<file path="src/pkg/vsc_pkg.sv">
// Purpose: Shared constants and carriers for the vector status and control block.
// Assumes: SystemVerilog bit 0 is the least significant bit of every vector.
// Notes:   Big-endian bit b of a w-bit word sits at SystemVerilog bit w-1-b.
package vsc_pkg;

    ////////////////////////////////////////////////////////////////////////////
    // Widths and field positions (SystemVerilog numbering).
    localparam int          VSC_W        = 32;
    localparam int          VEC_W        = 128;
    localparam int          LANES        = 4;
    localparam int          LANE_W       = 32;
    localparam int          WIDE_W       = 34;
    localparam int          CNT_W        = 4;
    localparam int          MAX_INFLIGHT = 8;
    // Big-endian bit 15 is the flush mode, bit 31 the saturation flag.
    localparam int          FLUSH_POS    = 16;
    localparam int          SAT_POS      = 0;
    localparam logic [31:0] VSC_RESET    = 32'h0000_0000;
    localparam logic [95:0] UPPER_ZERO   = 96'h0;
    // Single-precision float layout.
    localparam int          FP_SIGN      = 31;
    localparam int          FP_EXP_HI    = 30;
    localparam int          FP_EXP_LO    = 23;
    localparam int          FP_MAN_HI    = 22;

    ////////////////////////////////////////////////////////////////////////////
    // Floating-point operand bundle for one vector operation.
    typedef struct packed {
        logic [VEC_W-1:0] src;
        logic [VEC_W-1:0] res;
        logic [LANES-1:0] uflow;
    } vsc_fp_t;

    // Saturating operation result bundle: one wide intermediate per lane.
    typedef struct packed {
        logic [LANES*WIDE_W-1:0] wide;
        logic                    unsigned_type;
    } vsc_sat_t;

endpackage : vsc_pkg

</file>
<file path="src/vsc_flush.sv">
// Purpose: Denormal flush of sources and underflowed results, four float lanes.
// Assumes: Purely combinational; the caller registers the outputs.
// Notes:   With the mode clear the data passes through untouched.
module vsc_flush
    import vsc_pkg::*;
(
    input  wire logic             flush_mode_in, // Flush-to-zero mode select.
    input  wire vsc_fp_t          fp_in,         // Raw sources, results, underflows.
    output logic      [VEC_W-1:0] src_out,       // Sources after flushing.
    output logic      [VEC_W-1:0] res_out        // Results after flushing.
);

    ////////////////////////////////////////////////////////////////////////////
    // Zero exponent with a non-zero fraction marks a denormal.
    function automatic logic is_denorm(input logic [LANE_W-1:0] f);
        is_denorm = (f[FP_EXP_HI:FP_EXP_LO] == 8'h00) && (f[FP_MAN_HI:0] != 23'h0);
    endfunction : is_denorm

    // Signed zero keeps only the sign of the original value.
    function automatic logic [LANE_W-1:0] signed_zero(input logic [LANE_W-1:0] f);
        signed_zero = {f[FP_SIGN], 31'h0};
    endfunction : signed_zero

    ////////////////////////////////////////////////////////////////////////////
    // Per-lane flush; lanes are independent so no ordering matters here.
    always_comb begin
        src_out = fp_in.src;
        res_out = fp_in.res;
        for (int i = 0; i < LANES; i++) begin
            if (flush_mode_in) begin
                if (is_denorm(fp_in.src[i*LANE_W +: LANE_W])) begin
                    src_out[i*LANE_W +: LANE_W] = signed_zero(fp_in.src[i*LANE_W +: LANE_W]);
                end
                if (fp_in.uflow[i]) begin
                    res_out[i*LANE_W +: LANE_W] = signed_zero(fp_in.res[i*LANE_W +: LANE_W]);
                end
            end
        end
    end

endmodule : vsc_flush

</file>
<file path="src/vsc_saturate.sv">
// Purpose: Clamp wide per-lane intermediates to a 32-bit signed or unsigned element.
// Assumes: Inputs are signed two's complement, WIDE_W bits per lane.
// Notes:   sat_any_out is high when any lane had to be clamped.
module vsc_saturate
    import vsc_pkg::*;
#(
    parameter int IN_W  = WIDE_W,
    parameter int OUT_W = LANE_W
) (
    input  wire vsc_sat_t           sat_in,      // Wide values and element type.
    output logic [LANES*OUT_W-1:0]  clamp_out,   // Clamped lane values.
    output logic                    sat_any_out  // Some lane saturated.
);

    // Two extra bits are needed to tell unsigned overflow from negatives.
    if (IN_W != WIDE_W || IN_W < OUT_W + 2) begin : g_bad_width
        $error("vsc_saturate: IN_W must equal WIDE_W and exceed OUT_W by two");
    end

    localparam logic signed [IN_W-1:0] S_MAX = IN_W'((64'sd1 <<< (OUT_W-1)) - 1);
    localparam logic signed [IN_W-1:0] S_MIN = -IN_W'(64'sd1 <<< (OUT_W-1));
    localparam logic signed [IN_W-1:0] U_MAX = IN_W'((64'sd1 <<< OUT_W) - 1);

    ////////////////////////////////////////////////////////////////////////////
    // clamp to type range.
    always_comb begin
        logic signed [IN_W-1:0] v;
        logic signed [IN_W-1:0] lo;
        logic signed [IN_W-1:0] hi;
        v = '0;
        lo = sat_in.unsigned_type ? '0 : S_MIN;
        hi = sat_in.unsigned_type ? U_MAX : S_MAX;
        sat_any_out = 1'b0;
        clamp_out = '0;
        for (int i = 0; i < LANES; i++) begin
            v = sat_in.wide[i*IN_W +: IN_W];
            if (v > hi) begin
                clamp_out[i*OUT_W +: OUT_W] = hi[OUT_W-1:0];
                sat_any_out = 1'b1;
            end else if (v < lo) begin
                clamp_out[i*OUT_W +: OUT_W] = lo[OUT_W-1:0];
                sat_any_out = 1'b1;
            end else begin
                clamp_out[i*OUT_W +: OUT_W] = v[OUT_W-1:0];
            end
        end
    end

endmodule : vsc_saturate

</file>
<file path="src/vsc_top.sv">
// Purpose: Vector status and control register with precise copy-out,
//          denormal flush path and saturation path of the vector unit.
// Assumes: Saturating operations complete in issue order; one read at a time.
// Notes:   Writes are refused while a copy-out is waiting (busy_out high).

// Function
// - 32-bit register, flush bit 15, sticky bit 31
// - reserved bits read back last written value
// - flush mode 0: denormals handled unflushed
// - flush mode 1: denormal sources become signed zero
// - flush mode 1: underflowed results become signed zero
// - any saturated lane sets sticky bit, stays
// - sticky bit cleared only by explicit write
// - saturation clamps to element type range
// - copy right-justified, upper 96 bits zero
// - halfword elements 6 and 7 hold register
// - copy reflects exactly the older saturation updates
// - byte element 0 is most significant
module vsc_top
    import vsc_pkg::*;
(
    input  wire logic             clk_in,          // Core clock, 125 MHz.
    input  wire logic             rst_n_in,        // Synchronous reset, active low.
    input  wire logic             wr_valid_in,     // Write register from vector.
    input  wire logic [VEC_W-1:0] wr_data_in,      // Source vector of the write.
    input  wire logic             rd_req_in,       // Copy register to a vector.
    input  wire logic             sat_issue_in,    // Saturating op issued.
    input  wire logic             sat_valid_in,    // Saturating op completes.
    input  wire vsc_sat_t         sat_in,          // Its wide lane values.
    input  wire logic             fp_valid_in,     // Float op operands valid.
    input  wire vsc_fp_t          fp_in,           // Float sources and results.
    output logic                  busy_out,        // Copy-out waiting.
    output logic                  rd_valid_out,    // Copy-out result valid.
    output logic      [VEC_W-1:0] rd_data_out,     // Copied vector.
    output logic                  sat_valid_out,   // Clamped result valid.
    output logic      [VEC_W-1:0] sat_data_out,    // Clamped result.
    output logic                  fp_valid_out,    // Flushed float data valid.
    output logic      [VEC_W-1:0] fp_src_out,      // Flushed sources.
    output logic      [VEC_W-1:0] fp_res_out,      // Flushed results.
    output logic                  flush_mode_out,  // Current flush mode.
    output logic                  sat_sticky_out   // Current sticky flag.
);

    if (MAX_INFLIGHT >= (1 << CNT_W)) begin : g_bad_count
        $error("vsc_top: MAX_INFLIGHT does not fit CNT_W");
    end

    ////////////////////////////////////////////////////////////////////////////
    // All state of the block.
    typedef struct packed {
        logic [VSC_W-1:0] vector_status_control;
        logic [CNT_W-1:0] inflight;
        logic [CNT_W-1:0] wait_cnt;
        logic             rd_pend;
        logic             rd_valid;
        logic [VEC_W-1:0] rd_data;
        logic             sat_valid;
        logic [VEC_W-1:0] sat_data;
        logic             fp_valid;
        logic [VEC_W-1:0] fp_src;
        logic [VEC_W-1:0] fp_res;
    } vsc_state_t;

    vsc_state_t       state_reg;
    vsc_state_t       state_next;
    logic [VEC_W-1:0] flush_src;
    logic [VEC_W-1:0] flush_res;
    logic [VEC_W-1:0] clamp_val;
    logic             sat_any;
    logic             wr_take;
    logic             flush_mode;

    assign flush_mode = state_reg.vector_status_control[FLUSH_POS];
    // explicit write only.
    // Writes are taken only when no copy-out is waiting, so a later write can
    // never leak into a copy that still waits for older operations.
    assign wr_take    = wr_valid_in && !state_reg.rd_pend;

    ////////////////////////////////////////////////////////////////////////////
    // Datapath helpers.
    vsc_flush u_flush (
        .flush_mode_in (flush_mode),
        .fp_in         (fp_in),
        .src_out       (flush_src),
        .res_out       (flush_res)
    );

    vsc_saturate #(
        .IN_W  (WIDE_W),
        .OUT_W (LANE_W)
    ) u_saturate (
        .sat_in      (sat_in),
        .clamp_out   (clamp_val),
        .sat_any_out (sat_any)
    );

    ////////////////////////////////////////////////////////////////////////////
    // Next-state logic.
    always_comb begin
        state_next = state_reg;
        state_next.rd_valid  = 1'b0;
        state_next.sat_valid = sat_valid_in;
        state_next.fp_valid  = fp_valid_in;
        if (fp_valid_in) begin
            state_next.fp_src = flush_src;
            state_next.fp_res = flush_res;
        end
        if (sat_valid_in) begin
            state_next.sat_data = clamp_val;
        end
        if (wr_take) begin
            state_next.vector_status_control = wr_data_in[VSC_W-1:0];
        end
        if (sat_valid_in && sat_any) begin
            state_next.vector_status_control[SAT_POS] = 1'b1;
        end
        // In-flight count of saturating ops.
        state_next.inflight = state_reg.inflight + CNT_W'(sat_issue_in)
                              - CNT_W'(sat_valid_in);
        if (state_reg.rd_pend) begin
            if (state_reg.wait_cnt == '0) begin
                state_next.rd_pend  = 1'b0;
                state_next.rd_valid = 1'b1;
                // byte 0 lands in the top bits.
                state_next.rd_data  = {UPPER_ZERO, state_reg.vector_status_control};
            end else if (sat_valid_in) begin
                state_next.wait_cnt = state_reg.wait_cnt - CNT_W'(1);
            end
        end else if (rd_req_in) begin
            // snapshot older ops only.
            // A completion in the request cycle is already in the register
            // at the next edge, so it is not waited for again.
            state_next.rd_pend  = 1'b1;
            state_next.wait_cnt = state_reg.inflight - CNT_W'(sat_valid_in);
        end
    end

    ////////////////////////////////////////////////////////////////////////////
    // State register.
    always_ff @(posedge clk_in) begin
        if (!rst_n_in) begin
            state_reg <= '0;
            state_reg.vector_status_control <= VSC_RESET;
        end else begin
            state_reg <= state_next;
        end
    end

    ////////////////////////////////////////////////////////////////////////////
    // Outputs straight from the state register.
    assign busy_out       = state_reg.rd_pend;
    assign rd_valid_out   = state_reg.rd_valid;
    assign rd_data_out    = state_reg.rd_data;
    assign sat_valid_out  = state_reg.sat_valid;
    assign sat_data_out   = state_reg.sat_data;
    assign fp_valid_out   = state_reg.fp_valid;
    assign fp_src_out     = state_reg.fp_src;
    assign fp_res_out     = state_reg.fp_res;
    assign flush_mode_out = flush_mode;
    assign sat_sticky_out = state_reg.vector_status_control[SAT_POS];

    logic lane0_denorm;
    assign lane0_denorm = (fp_in.src[FP_EXP_HI:FP_EXP_LO] == 8'h00)
                          && (fp_in.src[FP_MAN_HI:0] != 23'h0);
endmodule : vsc_top

</file>
<file path="config.mk">
export PLATFORM = sky130hd
export DESIGN_NAME = vsc_top
export DESIGN_NICKNAME = d
export VERILOG_FILES = /design/src/pkg/vsc_pkg.sv /design/src/vsc_flush.sv /design/src/vsc_saturate.sv /design/src/vsc_top.sv
export SDC_FILE = /design/constraint.sdc
export NUM_CORES = 1
export LEC_CHECK = 0
export BUFFER_PORTS_ARGS = -buffer_cell sky130_fd_sc_hd__buf_2
export CAP_MARGIN = 20
export CORE_AREA = 2 2 411 413
export CTS_CLUSTER_SIZE = 30
export DETAILED_ROUTE_END_ITERATION = 10
export DIE_AREA = 0 0 413 415
export SLEW_MARGIN = 10
export SYNTH_ARGS = -nofsm -noshare
export SYNTH_HDL_FRONTEND = slang
export SYNTH_SLANG_ARGS = --single-unit
</file>
<file path="constraint.sdc">
create_clock -name clk_in -period 2.7 [get_ports clk_in]
set_clock_uncertainty 0.2 [all_clocks]
set_input_delay 0.27 -clock clk_in [delete_from_list [all_inputs] [get_ports clk_in]]
set_output_delay 0.27 -clock clk_in [all_outputs]
set_load 0.03 [all_outputs]
</file>
After elaboration in Yosys (flattened, before gate mapping)
Cells that the tools add are included.
{"block": "op_classes", "addsub": 4, "mul": 0, "div_mod_pow": 0, "order_cmp": 8, "n_eq_ne": 2, "shift": 0, "n_mux": 41, "n_bitwise": 0, "n_reduce_logical": 21}
{"op": "$mux 31", "n": 16}
{"op": "$mux 32", "n": 9}
{"op": "$gt 34x34->1", "n": 4}
{"op": "$lt 34x34->1", "n": 4}
{"op": "$mux 130", "n": 1}
{"op": "$reduce_bool 23->1", "n": 4}
{"op": "$mux 34", "n": 1}
{"op": "$logic_not 8->1", "n": 4}
{"op": "$mux 1", "n": 10}
{"op": "$mux 5", "n": 2}
{"op": "$mux 4", "n": 2}
{"op": "$sub 4x1->4", "n": 2}
{"op": "$logic_and 1x1->1", "n": 6}
{"op": "$add 4x1->4", "n": 1}
{"op": "$logic_not 4->1", "n": 1}
{"op": "$ne 2x2->1 const B", "n": 2}
{"op": "$reduce_and 2->1", "n": 2}
{"op": "$reduce_bool 2->1", "n": 2}
{"op": "$sub 4x1->4 const B", "n": 1}
{"op": "$reduce_and 3->1", "n": 1}
{"op": "$logic_not 1->1", "n": 1}
{"block": "totals", "reg_bits": 460, "latch_bits": 0, "mem_bits_rw": 0, "mem_bits_ro": 0, "out_inout_bits": 518, "memories": 0}

Logic depth before layout (Yosys ltp)
{"block": "logic_depth", "ltp_word": 12, "depth_mapped": 10, "mapped_depth_nobuf": 8}

Modules after synthesis
A second synthesis with hierarchy kept.
{"block": "hier_totals", "cells_unflattened": 2821, "area_unflattened_um2": 24209.5}
{"mod": "vsc_top", "n_inst": 1, "cells_per_inst": 2107, "area_each_um2": 20124.3, "seq_area_each_um2": 9208.8}
{"mod": "vsc_flush", "n_inst": 1, "cells_per_inst": 400, "area_each_um2": 2229.6, "seq_area_each_um2": 0.0}
{"mod": "vsc_saturate", "n_inst": 1, "cells_per_inst": 314, "area_each_um2": 1855.5, "seq_area_each_um2": 0.0}

Worst setup path after synthesis
OpenSTA, ideal clock, no wires.
{"block": "synth_timing", "kind": "input to register", "startpoint": "in sat_in[0] in the netlist's numbering", "endpoint": "reg state_reg (netlist bit sat_data_out[10])", "arrival_time_ns": 2.002, "setup_slack_ns": 0.366, "cell_stages": 10, "n_path_buf": 2, "cell_sequence": "clkbuf_1 > inv_1 > ha_1 > nor2_1 > nand3_1 > nor4_1 > a31oi_1 > clkbuf_1 > a21oi_1 > a21oi_1"}
{"block": "synth_via", "elab_chain_len": 4, "word_cells_on_any_way": 6, "cone_classes": "order compare (2); mux (4)"}
{"item": "start: declaration", "line_no": "vsc_top.sv:29", "text": "input wire vsc_sat_t sat_in,"}
{"item": "$mux 34", "line_no": "vsc_saturate.sv:31", "text": "lo = sat_in.unsigned_type ? '0 : S_MIN;"}
{"item": "$lt 34x34->1", "line_no": "vsc_saturate.sv:40", "text": "end else if (v < lo) begin"}
{"item": "$mux 32", "line_no": "vsc_saturate.sv:40"}
{"item": "$mux 32 *", "line_no": "vsc_saturate.sv:37", "text": "if (v > hi) begin"}
{"item": "end signal: assignment", "line_no": "vsc_top.sv:145", "text": "state_reg <= state_next;"}
{"item": "end: declaration", "line_no": "vsc_top.sv:64", "text": "vsc_state_t state_reg;"}
Mark *: on every way between the ends. The rest lies on a longest branch, timed or not.
A chain may end at the register's enable or synchronous reset.

Worst setup path after layout
{"block": "layout_timing", "startpoint": "in sat_in[32] in the netlist's numbering", "endpoint": "reg state_reg (netlist bit sat_data_out[27])"}
{"block": "layout_via", "elab_chain_len": 3, "word_cells_on_any_way": 4, "cone_classes": "order compare (2); mux (2)"}
{"item": "$lt 34x34->1", "line_no": "vsc_saturate.sv:40"}
{"item": "$mux 32", "line_no": "vsc_saturate.sv:40"}
{"item": "$mux 32 *", "line_no": "vsc_saturate.sv:37"}
Marks and branches as above.

==> results_tabular.tex <==
\begin{tabular}{lr}
\hline
Metric & Value \\
\hline
\multicolumn{2}{l}{\textbf{Run status}} \\
\quad Result of the run & finished clean \\
\multicolumn{2}{l}{\textbf{STA}} \\
\quad Transition at the pin with the smallest max-transition slack & 1001 ps \\
\quad Period minus WS final & 2697 ps \\
\quad Count of pins over their slew limit & 0 \\
\quad Final setup violating endpoints & 0 \\
\quad Relative slew margins & 31.85\% \\
\quad Fmax achieved & 370.8 MHz \\
\quad Final Hold Vio Count & 0 \\
\quad Post-route fraction of the period consumed by the critical path & 99.89\% \\
\quad Unrepaired setup endpoints after global routing & yes \\
\quad Worst Hold Slack & 60.39 ps \\
\multicolumn{2}{l}{\textbf{Clock tree}} \\
\quad CTS Root Buffer Type & clkbuf\_16 \\
\quad TritonCTS clock tree & done \\
\quad CTS buffer count & 55 \\
\quad Clock-pin slew on the worst setup and hold paths & 70 ps \\
\quad Worst-skew pair later-pin latency & 650 ps \\
\quad Number of H-tree levels & 2 \\
\quad Clock sink count & 460 \\
\quad Deepest clock path buffer count & 3 \\
\multicolumn{2}{l}{\textbf{Final layout}} \\
\quad Area Overhead vs Synth & 51.27\% \\
\quad Commonest non-fill, non-tap cell in the layout & buf\_2 \\
\quad Fraction of final layout cells sized beyond drive strength 1 & 28.70\% \\
\quad Number of nets at the end of the flow & between 4000 and 5000 \\
\quad Most used cells in the layout excluding fill and tap cells & buf\_2 (854), dlygate4sd3\_1 (551), nor2b\_1 (478), dfxtp\_1 (459), a21oi\_1 (403) \\
\quad Final core utilization & between 20\% and 30\% \\
\quad Number of fill cells in the layout & 18230 \\
\multicolumn{2}{l}{\textbf{Placed design}} \\
\quad DP Wirelength & 79540 um \\
\quad Count of input and output buffers & 857 \\
\quad Routability congestion estimate & 0.8775 \\
\multicolumn{2}{l}{\textbf{Critical path}} \\
\quad Type of element capturing the critical path & flip-flop \\
\quad CP Class & primary input to flip-flop \\
\quad WP data required & 3040 ps \\
\quad Largest fanout on the critical path & 8 \\
\quad Startpoint type of the worst setup path & primary input \\
\quad Critical path arrival & 3040 ps \\
\multicolumn{2}{l}{\textbf{Die}} \\
\quad Starting density of the core & roughly 14\% \\
\quad Vertical extent of the die & 415 um \\
\quad Chip width & 413 um \\
\quad Top-level port count & 1050 \\
\quad Die area & 0.1714 mm2 \\
\quad Number of rows created at floorplan & 150 \\
\quad Core Area & between 0.15 and 0.2 mm2 \\
\multicolumn{2}{l}{\textbf{Routing}} \\
\quad Final routed DRC violation total & 0 \\
\quad First-pass DRT Iterations & 5 \\
\quad Per-cell routed wire length & 18.86 um \\
\quad Vias & 21720 \\
\quad Initial DRC Count & 1405 \\
\quad Drt via density & 3.698 \\
\quad Antenna-violating nets left & 0 \\
\quad Total wire length after detailed routing & 110800 um \\
\multicolumn{2}{l}{\textbf{Logic synthesis}} \\
\quad Mapped Avg Cell Area & $\sim$8.5 um2 \\
\quad Sequential element share of the synthesized area & 40.93\% \\
\quad Cell Area, Synth & 0.02250 mm2 \\
\quad Number of warning messages in the yosys log & 0 \\
\quad FF+latch count, synth & 460 \\
\quad Count of different cell masters after synthesis & 38 \\
\quad Post-Synthesis Cells & 2660 \\
\multicolumn{2}{l}{\textbf{Pwr}} \\
\quad Power density normalized to cell area & roughly 600 mW/mm2 \\
\quad Peak supply drop & 0.0004710 V \\
\quad Leakage dissipation & roughly 15 nW \\
\multicolumn{2}{l}{\textbf{Hold path}} \\
\quad Class of the tightest hold or removal check & primary input to flip-flop \\
\multicolumn{2}{l}{\textbf{GRT}} \\
\quad Grt total ovfl & 0 \\
\quad Vias in the first global route & 21530 \\
\quad Wire length of the first global-routing pass & 150800 um \\
\quad Number of antenna violations at the first check in global routing & 37 \\
\quad Maximum number of pins on one net before global-route repair & 88 \\
\quad Global router's overall resource usage & between 10\% and 20\% \\
\multicolumn{2}{l}{\textbf{Flow run}} \\
\quad Max Cap Viol & 0 \\
\hline
\end{tabular}
-- metal layers --
metal	vias up	wire length [um]	global-route usage, %
li1	10160	-	-
met1	10340	41980	13.32
met2	946	55700	21.73
met3	261	7772	2.831
met4	10	5261	5.227
met5	-	68	0
-- worst max-delay path: stages --
cell and delay (ps):
buf_2 100, dlygate4sd3_1 560, inv_1 60, ha_1 270, nor2_1 90, nand3_1 90, nor4_1 180, buf_4 170
a31oi_4 200, buf_12 230, a21oi_1 150, a21oi_1 90, dlygate4sd3_1 570
-- final cells by class --
type | instances | area, um2 | share of cell area (%)
inverter | 15 | 56.30 | 0.1654
multi-input combinational | 1602 | 9288 | 27.29
sequential | 460 | 9210 | 27.06
clock inverter | 25 | 401.6 | 1.180
antenna | 11 | 27.53 | 0.08087
timing repair buffer | 1480 | 10670 | 31.34
clock buffer | 77 | 1630 | 4.790
tap | 2204 | 2758 | 8.102
-- through the flow --
step,cells,total power [mW],instance area (um2),TNS (ps),setup WS [ps]
2_1_floorplan,2755,10.48,22860,0,365.8
3_3_place_gp,5199,11.39,26250,-228.4,-19.16
3_5_place_dp,5199,11.43,26250,-1987,-101.0
4_1_cts,5862,20.70,33890,0,22.47
5_1_grt,5869,21.34,34030,-998.8,-90.56
6_report,5874,20.54,34040,0,2.913
-- path summary, 6_finish.rpt --
path	from	to	slack [ps]	cells after the start
worst min-delay path	wr_data_in[0]	sat_sticky_out$_SDFFE_PN0P_	60	5
worst min register to register	rd_data_out[31]$_SDFFE_PN0P_	rd_data_out[31]$_SDFFE_PN0P_	260	2
worst max register to register	flush_mode_out$_SDFFE_PN0P_	fp_src_out[3]$_SDFFE_PN0P_	70	7
worst max-delay path	sat_in[32]	sat_data_out[27]$_SDFFE_PN0P_	3	13
-- power by group --
| part | total, mW | switching, mW | internal (mW) | leakage (nW) |
|---|---|---|---|---|
| logic | 4.59 | 2.79 | 1.81 | 9.95 |
| registers | 7.53 | 0.276 | 7.25 | 3.80 |
| clock network | 8.42 | 3.34 | 5.08 | 0.992 |
-- Yosys cell counts (all sizes together) --
master    n  area (um2)
nor2     15       56.30
o22ai     1       6.260
a21oi   407        2041
inv      15       56.30
dfxtp   460        9209
buf     543        3999
o221ai    3       26.28
a211o     1       8.760
a31oi    37       231.5
o211a     2       20.02
nand3     7       35.03
conb      1       3.750
nand4    30       187.7
a21boi   68       510.5
xnor2     3       26.28
nor2b   479        2997
nand2   174       653.1
a22oi     1       7.510
o21a      4       30.03
nand2b    1       6.260
nor3     17       90.09
clkbuf  137       514.2
mux2i    48       480.5
and3      1       6.260
ha       23       287.8
or3       2       12.51
o21bai    4       33.78
and2      6       37.54
fa        1       20.02
xor2      2       17.52
nor4     29       181.4
o21ai   133       665.6
nand4b    5       43.79
-- repair_timing --
item | CTS | global route
endpoints found under the setup margin | 0 | 60
hold endpoints to repair | 428 | 0
setup buffers | 0 | 5
resized for setup | 0 | 14
hold buffers | 561 | 0
-- logic make-up (layout without fill, tap and decap cells) --
| kind of cell | count (synthesis) | after routing | synth area share, % |
|---|---|---|---|
| AOI/OAI and AO/OA | 661 | 662 | 15.91 |
| xor gates and xnor gates | 5 | 5 | 0.1947 |
| adders and majority gates | 24 | 24 | 1.368 |
| buffers and inverters | 695 | 1597 | 20.31 |
| DFF | 460 | 460 | 40.93 |
| muxes | 48 | 49 | 2.135 |
| other | 1 | 107 | 0.01667 |
| and+or+nand+nor | 766 | 766 | 19.14 |
Note: power is estimated with default switching activity, not from simulation.
